**config.mk**
```make
export PLATFORM = sky130hd
export DESIGN_NAME = rpf_framer
export DESIGN_NICKNAME = d
export VERILOG_FILES = /design/src/logic/rpf_pkg.sv /design/src/logic/rpf_buf_mem.sv /design/src/logic/rpf_framer.sv /design/src/logic/rpf_xor_acc.sv
export SDC_FILE = /design/constraint.sdc
export NUM_CORES = 2
export LEC_CHECK = 0
export BUFFER_PORTS_ARGS = -buffer_cell sky130_fd_sc_hd__buf_4
export CORE_UTILIZATION = 47
export DETAILED_ROUTE_END_ITERATION = 6
export MAX_ROUTING_LAYER = met4
export PLACE_DENSITY = 0.65
export RECOVER_POWER = 25
export SLEW_MARGIN = 40
export SYNTH_ARGS = -nofsm -noshare
export SYNTH_HDL_FRONTEND = slang
export SYNTH_SLANG_ARGS = --single-unit
```
**constraint.sdc**
```tcl
create_clock -name mclk -period 8.7 [get_ports mclk]
set_input_delay 2.175 -clock mclk [delete_from_list [all_inputs] [get_ports mclk]]
set_output_delay 2.175 -clock mclk [all_outputs]
set_load 0.02 [all_outputs]
```
**src/logic/rpf_pkg.sv**
```systemverilog
// Purpose: Shared constants and state types of the pass-through framer.
// Assumes: Byte stream from a serial receiver on the same clock.
// Notes:   The frame layout numbers live here; the transmit header and the bench repeat some as literals.
package rpf_pkg;

  // ----------------------------------------------------------------
  // Frame layout
  // ----------------------------------------------------------------
  localparam logic [7:0]  RPF_SOP       = 8'h01;
  localparam logic [7:0]  RPF_CMD_ISO   = 8'h60;
  localparam logic [7:0]  RPF_CK2_MASK  = 8'hff;
  localparam logic [15:0] RPF_OVERHEAD  = 16'h0009;
  localparam logic [15:0] RPF_LEN_MAX   = 16'h0109;
  localparam logic [15:0] RPF_POS_NODEL = 16'h0003;
  localparam logic [15:0] RPF_POS_NODEH = 16'h0004;
  localparam logic [15:0] RPF_POS_FLAGS = 16'h0005;
  localparam logic [15:0] RPF_POS_CMD   = 16'h0006;
  localparam logic [15:0] RPF_POS_DATA  = 16'h0007;
  localparam logic [15:0] RPF_TAIL      = 16'h0003;
  localparam int          RPF_DATA_MAX  = 256;
  localparam int          RPF_ADDR_W    = 8;

  // ----------------------------------------------------------------
  // Field bits and codes
  // ----------------------------------------------------------------
  localparam int          RPF_FLAG_ERR  = 4;
  localparam int          RPF_CFG_MOD   = 4;
  localparam int          RPF_CFG_CODE  = 0;
  localparam logic [7:0]  RPF_FLAGS_RST = 8'h00;
  localparam logic [7:0]  RPF_ERR_NOTAG = 8'h01;
  localparam logic [7:0]  RPF_ERR_NOSUP = 8'h02;
  localparam logic [7:0]  RPF_ERR_FLAGS = 8'h04;

  typedef enum logic [2:0] {
    RPF_R_IDLE, RPF_R_LENL, RPF_R_LENH, RPF_R_BODY, RPF_R_CK1, RPF_R_CK2
  } rpf_rx_st_t;

  typedef enum logic [2:0] {
    RPF_T_IDLE, RPF_T_HEAD, RPF_T_DATA, RPF_T_CK1, RPF_T_CK2, RPF_T_DRAIN
  } rpf_tx_st_t;

endpackage : rpf_pkg

```
**src/logic/rpf_buf_mem.sv**
```systemverilog
// Purpose: Byte store for the data section of a received request.
// Assumes: One write and one read port on the same clock.
// Notes:   Read data always comes from a register, one cycle late.
module rpf_buf_mem
  import rpf_pkg::*;
(
  input  wire logic                  mclk,
  input  wire logic                  rst_n,
  input  wire logic                  wr_en,
  input  wire logic [RPF_ADDR_W-1:0] wr_addr,
  input  wire logic [7:0]            wr_data,
  input  wire logic [RPF_ADDR_W-1:0] rd_addr,
  output logic      [7:0]            rd_data
);

  logic [7:0] mem [RPF_DATA_MAX];

  // ----------------------------------------------------------------
  // Storage, no reset so it maps onto block memory
  // ----------------------------------------------------------------
  always_ff @(posedge mclk) begin
    if (wr_en) begin
      mem[wr_addr] <= wr_data;
    end
  end

  // Registered read port
  always_ff @(posedge mclk or negedge rst_n) begin
    if (!rst_n) begin
      rd_data <= 8'h00;
    end else begin
      rd_data <= mem[rd_addr];
    end
  end

endmodule : rpf_buf_mem

```
**src/logic/rpf_framer.sv**
```systemverilog
// Purpose: Parses request frames and builds response frames.
// Assumes: rx and tx byte streams run on mclk; engine on mclk.
// Notes:   One request outstanding at a time.
module rpf_framer
  import rpf_pkg::*;
(
  input  wire logic                  mclk,
  input  wire logic                  arst_n,
  input  wire logic                  rx_valid,
  input  wire logic [7:0]            rx_byte,
  input  wire logic                  tx_ready,
  output logic                       tx_valid,
  output logic      [7:0]            tx_byte,
  output logic                       req_valid,
  output logic      [15:0]           req_node,
  output logic      [7:0]            req_flags,
  output logic      [7:0]            req_cmd,
  output logic      [8:0]            req_dlen,
  output logic                       mod_full,
  output logic                       coding_1of4,
  output logic                       req_pending,
  input  wire logic [RPF_ADDR_W-1:0] req_rd_addr,
  output logic      [7:0]            req_rd_data,
  input  wire logic                  rsp_start,
  input  wire logic                  rsp_silent,
  input  wire logic [1:0]            rsp_err_sel,
  input  wire logic [8:0]            rsp_dlen,
  input  wire logic                  rsp_dvalid,
  input  wire logic [7:0]            rsp_dbyte,
  output logic                       rsp_dtake
);

  // ----------------------------------------------------------------
  // Reset release
  // ----------------------------------------------------------------
  logic rst_meta_reg;
  logic rst_n;

  // Async assert, two-flop release to avoid recovery hazards
  always_ff @(posedge mclk or negedge arst_n) begin
    if (!arst_n) begin
      rst_meta_reg <= 1'b0;
      rst_n        <= 1'b0;
    end else begin
      rst_meta_reg <= 1'b1;
      rst_n        <= rst_meta_reg;
    end
  end

  // Maps the engine's error select onto a code
  function automatic logic [7:0] err_code(input logic [1:0] sel);
    case (sel)
      2'd1:    err_code = RPF_ERR_NOTAG;
      2'd2:    err_code = RPF_ERR_NOSUP;
      default: err_code = RPF_ERR_FLAGS;
    endcase
  endfunction : err_code

  // ----------------------------------------------------------------
  // Receive side
  // ----------------------------------------------------------------
  rpf_rx_st_t  r_state_reg, r_state_next;
  logic [15:0] cnt_reg, cnt_next;
  logic [15:0] len_reg, len_next;
  logic [15:0] node_reg, node_next;
  logic [7:0]  flags_reg, flags_next;
  logic [7:0]  cmd_reg, cmd_next;
  logic [7:0]  cfg_reg, cfg_next;
  logic        ck_ok_reg, ck_ok_next;
  logic        req_fire;
  logic        rx_load, rx_en, wr_en;
  logic [7:0]  rx_acc;
  logic [15:0] len_full;

  assign len_full = {rx_byte, len_reg[7:0]};
  // Data bytes go to the store from position 7 on
  assign wr_en = rx_valid && (r_state_reg == RPF_R_BODY)
                 && (cnt_reg >= RPF_POS_DATA);

  // Frame parser
  always_comb begin
    r_state_next = r_state_reg;
    cnt_next     = cnt_reg;
    len_next     = len_reg;
    node_next    = node_reg;
    flags_next   = flags_reg;
    cmd_next     = cmd_reg;
    cfg_next     = cfg_reg;
    ck_ok_next   = ck_ok_reg;
    req_fire     = 1'b0;
    rx_load      = 1'b0;
    rx_en        = 1'b0;
    if (rx_valid) begin
      cnt_next = cnt_reg + 16'h0001;
      case (r_state_reg)
        RPF_R_IDLE: begin
          // Busy hides new frames until the answer is out
          if (rx_byte == RPF_SOP && !req_pending) begin
            r_state_next = RPF_R_LENL;
            cnt_next     = 16'h0001;
            cfg_next     = 8'h00;
            rx_load      = 1'b1;
          end
        end
        RPF_R_LENL: begin
          len_next     = {8'h00, rx_byte};
          rx_en        = 1'b1;
          r_state_next = RPF_R_LENH;
        end
        RPF_R_LENH: begin
          len_next = len_full;
          rx_en    = 1'b1;
          if (len_full < RPF_OVERHEAD || len_full > RPF_LEN_MAX) begin
            r_state_next = RPF_R_IDLE;
          end else begin
            r_state_next = RPF_R_BODY;
          end
        end
        RPF_R_BODY: begin
          rx_en = 1'b1;
          if (cnt_reg == RPF_POS_NODEL) begin
            node_next[7:0] = rx_byte;
          end else if (cnt_reg == RPF_POS_NODEH) begin
            node_next[15:8] = rx_byte;
          end else if (cnt_reg == RPF_POS_FLAGS) begin
            flags_next = rx_byte;
          end else if (cnt_reg == RPF_POS_CMD) begin
            cmd_next = rx_byte;
          end else if (cnt_reg == RPF_POS_DATA) begin
            cfg_next = rx_byte;
          end
          if (cnt_reg == len_reg - RPF_TAIL) begin
            r_state_next = RPF_R_CK1;
          end
        end
        RPF_R_CK1: begin
          ck_ok_next   = (rx_byte == rx_acc);
          r_state_next = RPF_R_CK2;
        end
        default: begin
          // Sender's second check byte must be the complement
          req_fire     = ck_ok_reg
                         && (rx_byte == (rx_acc ^ RPF_CK2_MASK));
          r_state_next = RPF_R_IDLE;
        end
      endcase
    end
  end

  always_ff @(posedge mclk or negedge rst_n) begin
    if (!rst_n) begin
      r_state_reg <= RPF_R_IDLE;
      cnt_reg     <= 16'h0000;
      len_reg     <= 16'h0000;
      node_reg    <= 16'h0000;
      flags_reg   <= 8'h00;
      cmd_reg     <= 8'h00;
      cfg_reg     <= 8'h00;
      ck_ok_reg   <= 1'b0;
    end else begin
      r_state_reg <= r_state_next;
      cnt_reg     <= cnt_next;
      len_reg     <= len_next;
      node_reg    <= node_next;
      flags_reg   <= flags_next;
      cmd_reg     <= cmd_next;
      cfg_reg     <= cfg_next;
      ck_ok_reg   <= ck_ok_next;
    end
  end

  // Request hand-off to the engine, only on a clean frame
  always_ff @(posedge mclk or negedge rst_n) begin
    if (!rst_n) begin
      req_valid   <= 1'b0;
      req_node    <= 16'h0000;
      req_flags   <= 8'h00;
      req_cmd     <= 8'h00;
      req_dlen    <= 9'h000;
      mod_full    <= 1'b0;
      coding_1of4 <= 1'b0;
    end else begin
      req_valid <= req_fire;
      if (req_fire) begin
        req_node    <= node_reg;
        req_flags   <= flags_reg;
        req_cmd     <= cmd_reg;
        req_dlen    <= 9'(len_reg - RPF_OVERHEAD);
        mod_full    <= cfg_reg[RPF_CFG_MOD];
        coding_1of4 <= cfg_reg[RPF_CFG_CODE];
      end
    end
  end

  rpf_xor_acc u_rx_acc (
    .mclk  (mclk),
    .rst_n (rst_n),
    .load  (rx_load),
    .en    (rx_en),
    .din   (rx_byte),
    .acc   (rx_acc)
  );

  rpf_buf_mem u_buf (
    .mclk    (mclk),
    .rst_n   (rst_n),
    .wr_en   (wr_en),
    .wr_addr (RPF_ADDR_W'(cnt_reg - RPF_POS_DATA)),
    .wr_data (rx_byte),
    .rd_addr (req_rd_addr),
    .rd_data (req_rd_data)
  );

  // ----------------------------------------------------------------
  // Transmit side
  // ----------------------------------------------------------------
  rpf_tx_st_t  t_state_reg, t_state_next;
  logic [2:0]  idx_reg, idx_next;
  logic [8:0]  dcnt_reg, dcnt_next;
  logic [8:0]  tdlen_reg, tdlen_next;
  logic [1:0]  esel_reg, esel_next;
  logic        tx_valid_next, rsp_dtake_next, busy_next;
  logic [7:0]  tx_byte_next, hdr, tx_acc;
  logic [15:0] plen;
  logic        tx_free, tx_load, tx_en;

  assign tx_free = !tx_valid || tx_ready;
  assign plen    = 16'(RPF_OVERHEAD + {7'h00, tdlen_reg});

  // Header byte for the current position
  always_comb begin
    case (idx_reg)
      3'd0:    hdr = RPF_SOP;
      3'd1:    hdr = plen[7:0];
      3'd2:    hdr = plen[15:8];
      3'd3:    hdr = req_node[7:0];
      3'd4:    hdr = req_node[15:8];
      // Only the error bit is used, the rest stay reserved
      3'd5:    hdr = RPF_FLAGS_RST
                     | {3'b000, (esel_reg != 2'd0), 4'h0};
      default: hdr = req_cmd;
    endcase
  end

  // Response builder with stall on tx_ready
  always_comb begin
    t_state_next   = t_state_reg;
    idx_next       = idx_reg;
    dcnt_next      = dcnt_reg;
    tdlen_next     = tdlen_reg;
    esel_next      = esel_reg;
    tx_byte_next   = tx_byte;
    tx_valid_next  = tx_valid && !tx_ready;
    rsp_dtake_next = 1'b0;
    busy_next      = req_pending || req_fire;
    tx_load        = 1'b0;
    tx_en          = 1'b0;
    case (t_state_reg)
      RPF_T_IDLE: begin
        // Start is ignored unless a request is waiting
        if (rsp_start && req_pending) begin
          if (rsp_silent) begin
            busy_next = 1'b0;
          end else begin
            esel_next    = rsp_err_sel;
            tdlen_next   = (rsp_err_sel != 2'd0) ? 9'h001 : rsp_dlen;
            idx_next     = 3'd0;
            t_state_next = RPF_T_HEAD;
          end
        end
      end
      RPF_T_HEAD: begin
        if (tx_free) begin
          tx_byte_next  = hdr;
          tx_valid_next = 1'b1;
          tx_load       = (idx_reg == 3'd0);
          tx_en         = (idx_reg != 3'd0);
          idx_next      = idx_reg + 3'd1;
          if (idx_reg == 3'd6) begin
            dcnt_next    = tdlen_reg;
            t_state_next = (tdlen_reg == 9'h000) ? RPF_T_CK1
                                                 : RPF_T_DATA;
          end
        end
      end
      RPF_T_DATA: begin
        if (tx_free) begin
          if (esel_reg != 2'd0) begin
            tx_byte_next  = err_code(esel_reg);
            tx_valid_next = 1'b1;
            tx_en         = 1'b1;
            dcnt_next     = dcnt_reg - 9'h001;
          end else if (rsp_dvalid && !rsp_dtake) begin
            // Engine bytes pass as-is, inventory included
            tx_byte_next   = rsp_dbyte;
            tx_valid_next  = 1'b1;
            tx_en          = 1'b1;
            rsp_dtake_next = 1'b1;
            dcnt_next      = dcnt_reg - 9'h001;
          end
          if (tx_en && dcnt_reg == 9'h001) begin
            t_state_next = RPF_T_CK1;
          end
        end
      end
      RPF_T_CK1: begin
        if (tx_free) begin
          tx_byte_next  = tx_acc;
          tx_valid_next = 1'b1;
          t_state_next  = RPF_T_CK2;
        end
      end
      RPF_T_CK2: begin
        if (tx_free) begin
          tx_byte_next  = tx_acc ^ RPF_CK2_MASK;
          tx_valid_next = 1'b1;
          t_state_next  = RPF_T_DRAIN;
        end
      end
      default: begin
        if (tx_free) begin
          busy_next    = 1'b0;
          t_state_next = RPF_T_IDLE;
        end
      end
    endcase
  end

  always_ff @(posedge mclk or negedge rst_n) begin
    if (!rst_n) begin
      t_state_reg <= RPF_T_IDLE;
      idx_reg     <= 3'd0;
      dcnt_reg    <= 9'h000;
      tdlen_reg   <= 9'h000;
      esel_reg    <= 2'd0;
      tx_byte     <= 8'h00;
      tx_valid    <= 1'b0;
      rsp_dtake   <= 1'b0;
      req_pending <= 1'b0;
    end else begin
      t_state_reg <= t_state_next;
      idx_reg     <= idx_next;
      dcnt_reg    <= dcnt_next;
      tdlen_reg   <= tdlen_next;
      esel_reg    <= esel_next;
      tx_byte     <= tx_byte_next;
      tx_valid    <= tx_valid_next;
      rsp_dtake   <= rsp_dtake_next;
      req_pending <= busy_next;
    end
  end

  rpf_xor_acc u_tx_acc (
    .mclk  (mclk),
    .rst_n (rst_n),
    .load  (tx_load),
    .en    (tx_en),
    .din   (tx_byte_next),
    .acc   (tx_acc)
  );

  // ----------------------------------------------------------------
  // Checks
  // ----------------------------------------------------------------
  AST_TX_SOP: assert property (@(posedge mclk) disable iff (!rst_n)
    (t_state_reg == RPF_T_HEAD && idx_reg == 3'd0 && tx_free)
    |=> (tx_valid && tx_byte == RPF_SOP))
    else $error("response does not open with start byte");

  AST_CK1: assert property (@(posedge mclk) disable iff (!rst_n)
    (t_state_reg == RPF_T_CK1 && tx_free) |=> tx_byte == $past(tx_acc))
    else $error("first check byte wrong");

  AST_CK2: assert property (@(posedge mclk) disable iff (!rst_n)
    (t_state_reg == RPF_T_CK2 && tx_free)
    |=> tx_byte == ($past(tx_byte) ^ 8'hff))
    else $error("second check byte is not the complement");

  AST_FLAGS: assert property (@(posedge mclk) disable iff (!rst_n)
    (t_state_reg == RPF_T_HEAD && idx_reg == 3'd5 && tx_free)
    |=> tx_byte == {3'b000, $past(esel_reg) != 2'd0, 4'h0})
    else $error("response flags byte wrong");

  AST_ECHO: assert property (@(posedge mclk) disable iff (!rst_n)
    (t_state_reg == RPF_T_HEAD && idx_reg == 3'd6 && tx_free)
    |=> tx_byte == req_cmd)
    else $error("command code not echoed");

  AST_ERRB: assert property (@(posedge mclk) disable iff (!rst_n)
    (t_state_reg == RPF_T_DATA && esel_reg == 2'd2 && tx_free)
    |=> (tx_byte == 8'h02 && t_state_reg == RPF_T_CK1))
    else $error("error byte missing or wrong");

  AST_NOUNSOL: assert property (@(posedge mclk) disable iff (!rst_n)
    $rose(tx_valid) |-> $past(req_pending))
    else $error("response sent without a request");

  AST_GOODREQ: assert property (@(posedge mclk) disable iff (!rst_n)
    req_valid |-> ($past(r_state_reg) == RPF_R_CK2 && $past(ck_ok_reg)
                   && req_pending))
    else $error("request passed without checks");

  AST_BADLEN: assert property (@(posedge mclk) disable iff (!rst_n)
    // A start byte may follow at once, so only LENH is ruled out after
    (r_state_reg == RPF_R_LENH && rx_valid
     && (len_full < RPF_OVERHEAD || len_full > RPF_LEN_MAX))
    |=> r_state_reg == RPF_R_IDLE ##1 r_state_reg != RPF_R_LENH)
    else $error("bad length not dropped");

  AST_CFG: assert property (@(posedge mclk) disable iff (!rst_n)
    req_valid |-> (mod_full == $past(cfg_reg[4])
                   && coding_1of4 == $past(cfg_reg[0])))
    else $error("config bits not decoded");

endmodule : rpf_framer

```
**src/logic/rpf_xor_acc.sv**
```systemverilog
// Purpose: Running XOR of frame bytes for check byte work.
// Assumes: load starts a new frame with its first byte.
// Notes:   load wins over en when both are high.
module rpf_xor_acc (
  input  wire logic       mclk,
  input  wire logic       rst_n,
  input  wire logic       load,
  input  wire logic       en,
  input  wire logic [7:0] din,
  output logic      [7:0] acc
);

  logic [7:0] acc_next;

  // Next sum
  always_comb begin
    acc_next = acc;
    if (load) begin
      acc_next = din;
    end else if (en) begin
      acc_next = acc ^ din;
    end
  end

  always_ff @(posedge mclk or negedge rst_n) begin
    if (!rst_n) begin
      acc <= 8'h00;
    end else begin
      acc <= acc_next;
    end
  end

endmodule : rpf_xor_acc

```
Yosys cells after proc, flatten, opt, wreduce, memory -nomap -nowiden
Memory sizes are Yosys's and may differ from the RTL's. A register that Yosys moved wholly into a read port is not among the register bits.
Cells that the tools add are included.
{"block": "classes", "mux": 79, "n_reduce_logical": 47, "n_lt_le_gt_ge": 3, "eq_ne": 42, "bitwise_logic": 9, "add_sub_neg": 7}
{"cell": "8-bit 2-to-1 mux", "n": 10}
{"cell": "16-bit by 3-bit == test with 1-bit output (second input constant)", "n": 4}
{"cell": "9-bit 2-to-1 mux", "n": 6}
{"cell": "8-bit case mux with 6 select lines", "n": 1}
{"cell": "3-bit 2-to-1 mux", "n": 14}
{"cell": "16-bit 2-to-1 mux", "n": 2}
{"cell": "16-bit case mux with 2 select lines", "n": 1}
{"cell": "8-bit case mux with 4 select lines", "n": 1}
{"cell": "5-bit 2-to-1 mux", "n": 6}
{"cell": "3-bit case mux with 5 select lines", "n": 2}
{"cell": "1-bit 2-to-1 mux", "n": 28}
{"cell": "2-bit inequality test (second input constant)", "n": 13}
{"cell": "3-bit by 2-bit == test with 1-bit output (second input constant)", "n": 6}
{"cell": "9-bit case mux with 2 select lines", "n": 1}
{"cell": "2-bit nonzero test", "n": 9}
{"cell": "16-bit by 1-bit adder with 16-bit output (second input constant)", "n": 1}
{"cell": "16-bit == test", "n": 1}
{"cell": "16-bit by 2-bit == test with 1-bit output (second input constant)", "n": 1}
{"cell": "8-bit == test", "n": 2}
{"cell": "16-bit by 3-bit greater-or-equal comparator with 1-bit output (second input constant)", "n": 1}
{"cell": "16-bit by 9-bit greater-than comparator with 1-bit output (second input constant)", "n": 1}
{"cell": "16-bit by 4-bit < comparator with 1-bit output (second input constant)", "n": 1}
{"cell": "8-bit NOT", "n": 2}
{"cell": "16-bit by 2-bit subtractor with 16-bit output (second input constant)", "n": 1}
{"cell": "other kinds (35)", "n": 72}
{"block": "totals", "ram_bits": 2048, "regBits": 172, "inputBits": 42, "mem_count": 1, "word_cells": 218}
{"memory": "u_buf.mem", "depth": 256, "word_bits": 8, "read_ports": 1, "rd_ports_with_merged_regs": 1, "write_ports": 1, "line": "rpf_buf_mem.sv:16", "rtl": "logic [7:0] mem [RPF_DATA_MAX];"}

Logic depth before layout (Yosys ltp)
{"block": "depth", "word_depth": 10, "depth_mapped": 11}

Cells and area by module
A second synthesis with hierarchy kept.
{"block": "unflattened", "hier_cells": 4803, "hier_area_um2": 89382.0}
{"mod": "rpf_buf_mem", "area_per_inst_um2": 80038.0, "n_inst": 1, "cells_per_inst": 3795}
{"mod": "rpf_framer", "area_per_inst_um2": 8375.5, "n_inst": 1, "cells_per_inst": 918}
{"mod": "rpf_xor_acc", "area_per_inst_um2": 484.2, "n_inst": 2, "cells_per_inst": 45}

Worst setup path before layout
No wires, ideal clock.
{"block": "synth_path", "path_type": "input port to flip-flop", "from": "in req_rd_addr[0]", "to": "reg u_buf.rd_data[2], read port of u_buf.mem", "slack_ns": 4.426, "path_buffers": 4, "setup_time_ns": 0.130, "arrival_time_ns": 4.145, "cell_stages": 9, "path_cell_list": "buf_2 -> buf_4 -> buf_2 -> buf_2 -> mux4_2 -> a22oi_1 -> a21oi_1 -> nor4_1 -> nor4_1"}
{"item": "start: declaration", "line": "rpf_framer.sv:22", "rtl": "input wire logic [RPF_ADDR_W-1:0] req_rd_addr,"}
{"item": "end: declaration", "line": "rpf_buf_mem.sv:13", "rtl": "output logic [7:0] rd_data"}

Final worst setup path
{"block": "layout_path", "from": "in rx_byte[1]", "to": "mem u_buf.mem[1][1], data pin"}
{"item": "start: declaration", "line": "rpf_framer.sv:10", "rtl": "input wire logic [7:0] rx_byte,"}
{"item": "end: declaration", "line": "rpf_buf_mem.sv:16"}
Straight into the memory's write port.

==> impl_metrics.env <==
export IMPL_finalNetCount=4935
export IMPL_synth_fp_nets=4815
export IMPL_root_buffer="clkbuf_16"
export IMPL_synth_edf_count=2048
export IMPL_rows=158
export IMPL_syn_area_um2=88000
export IMPL_critPathTopFamily="buffers and inverters"
export IMPL_start_kind="primary input"
export IMPL_maxSlewViolCount=1030
export IMPL_area_growth_pct=12.5
export IMPL_cts_tree="yes"
export IMPL_cpMostUsedCell="clkbuf_1"
export IMPL_vdd_ir_drop_max_mv=0.204
export IMPL_crit_path_max_incr_delay_ps=2820
export IMPL_grt_pass1_vias=45500
export IMPL_syn_inst=4753
export IMPL_htreeDepth=4
export IMPL_required_ps=8780
export IMPL_ctsResizeCount=0
export IMPL_slew_headroom_pct=-175
export IMPL_design_core_area_um2=186000
export IMPL_synth_top_flop_cell="edfxtp_1"
export IMPL_dr_pass1_iters=6
export IMPL_path_buf_inv=2
export IMPL_ctsHoldBuffers=0
export IMPL_initial_utilization_pct=47.4
export IMPL_vias=46500
export IMPL_combPwrFrac_pct=10.7
export IMPL_clock_skew_ps=44.0
export IMPL_wl_per_cell_um=29.5
export IMPL_ios=105
export IMPL_gp_congestion=0.870
export IMPL_antenna_found_initial=7
export IMPL_finalCritPeriodShare_pct=76.4
export IMPL_grt_use_total_pct=24.2
export IMPL_setup_tns_ps=0
export IMPL_synth_cell_type_count=75
export IMPL_top_register="u_buf.mem"
export IMPL_drt_iter0_markers=5925
export IMPL_clock_sinks=2225
export IMPL_drt_total_wl_um=222000
export IMPL_crit_type="in2reg"
export IMPL_power_share_sequential_pct=50.9
export IMPL_startpoint="rx_byte[1]"
export IMPL_rsz0062_at_grt="false"
export IMPL_power_leakage_uw=0.0317
export IMPL_r2r_start="rst_n"
export IMPL_p_sw_share_pct=25.1
export IMPL_ys_seq_area_share_pct=74.9
export IMPL_mostFrequentLayoutCells="edfxtp_1, mux4_2, nand2_1"
export IMPL_violations="max-capacitance violations, max-slew violations"
export IMPL_io_buffer_count=104
export IMPL_drc_errors=0
export IMPL_arrival_ps=6720
export IMPL_status="finished, violations left"
export IMPL_worstPathMaxFanout=85
export IMPL_switchingPower_uw=6040
export IMPL_period_needed_ps=6640
export IMPL_worstSetupEndpointType="flip-flop"
export IMPL_cap_violations=19
export IMPL_drive_gt1_share_pct=22.9
export IMPL_cp_cell_sequence="clkbuf_1 > clkbuf_1"
export IMPL_power_density_nw_per_um2=243
export IMPL_postSynth_asyncResetShare_pct=7.96
export IMPL_drt_vias_per_instance=6.17
export IMPL_dieArea_um2=189000
export IMPL_cts_buffer_depth=3
export IMPL_p_int_uw=18000
export IMPL_p_clk_share_pct=38.5
export IMPL_fin_cells=7533
export IMPL_max_clock_freq_mhz=150
export IMPL_cts_buffers=217
export IMPL_die_h_um=435
export IMPL_die_x_um=435
export IMPL_fillerInstances=14200
export IMPL_final_common_cell="edfxtp_1"
export IMPL_min_path_type="reg2async"
export IMPL_hold_viol_final=0
export IMPL_grt_pass1_wl_um=321000
export IMPL_insertion_delay_ps=860
export IMPL_gr_total_overflow=0
export IMPL_post_cts_buffers=0
export IMPL_ys_warn_count=0
export IMPL_synth_seq_cells=2225
export IMPL_worst_path_max_delay_cell="clkbuf_1"
export IMPL_grt_start_max_net_pins=163
export IMPL_largest_reg_flops=2048
export IMPL_ant_nets=0
export IMPL_worstMarginPinSlew_ps=4120
export IMPL_clk_pin_slew_ps=60
export IMPL_postSynthAreaPerCell_um2=18.5
export IMPL_dpl_hpwl_um=132000
export IMPL_setup_viol=0
export IMPL_numPlacedInstances=7132
[cells in the mapped netlist, drive strengths merged, types with 35 or more instances]
cell type	number	area share, %
clkbuf	190	0.81
nor3	35	0.20
o221ai	45	0.45
dfrtp	177	5.0
edfxtp	2048	70
nand2	242	1.0
buf	105	0.61
a21oi	155	0.88
o21ai	102	0.58
mux4	442	11
nand3	48	0.27
mux2	41	0.52
xnor2	44	0.44
a22oi	179	1.5
nor4	43	0.31
inv	35	0.15
mux2i	127	1.4
nor2	361	1.5
[layer usage]
layer / track usage (%) / up-vias / share of wire, %
met4: 7.12 / 0 / 2.7
met5: - / - / 0
met2: 37.3 / 2187 / 49
met1: 33.5 / 24500 / 40
met3: 4.13 / 305 / 8.3
li1: - / 19500 / -
[power by group through the flow]
| stage | Combinational, µW | Clock [µW] | Sequential (µW) |
|---|---|---|---|
| floorplan | 1600 | 0 | 12300 |
| global placement | 2450 | 0 | 12400 |
| detailed placement | 2530 | 0 | 12400 |
| CTS | 2540 | 9350 | 12200 |
| global route | 2750 | 9750 | 12300 |
| finish | 2570 | 9250 | 12200 |
[through the flow]
stage               instance area (µm²)  total power, µW  hold slack, ps  setup slack [ps]  util, %
floorplan                         88000            13900             331              3400        -
global placement                  91700            14900             342              2050     49.4
detailed placement                92000            15000             217              2710     49.5
CTS                               99000            24100             220              3640     53.3
global route                      99000            24800             395              1900     53.3
finish                            99000            24000             317              2060     53.3
[cells by family after synthesis]
| family | count (synthesis) | share of synthesized area (%) |
|---|---|---|
| flops | 2225 | 74.9 |
| simple gates | 849 | 4.30 |
| compound gates | 640 | 4.87 |
| mux | 610 | 13.3 |
| buf+inv | 331 | 1.57 |
| xor+xnor | 77 | 0.766 |
| fa+ha+maj | 20 | 0.284 |
| other cells | 1 | 0.00426 |
[area by class of cell]
cell class	count	area, µm²	area share [%]
Sequential cell	2225	65900	66.6
Multi-Input combinational cell	2197	21200	21.5
Clock buffer	262	5730	5.79
Tap cell	2480	3100	3.13
Timing Repair Buffer	196	1580	1.60
Clock inverter	134	1260	1.28
Inverter	36	135	0.136
Antenna cell	3	7.51	0.00758
[path summary, 6_finish.rpt]
| kind | end | slack, ps | cells past startpoint |
|---|---|---|---|
| max in group asynchronous | u_buf.rd_data[5] | 3330 | 3 |
| worst min register to register | tdlen_reg[5] | 320 | 0 |
| worst max-delay path | u_buf.mem[1][1] | 2060 | 2 |
| worst max register to register | u_buf.rd_data[5] | 3330 | 3 |
| min in group mclk | rst_n | 370 | 0 |
| worst min-delay path | tdlen_reg[5] | 320 | 0 |
Note: power is estimated with default switching activity, not from simulation.
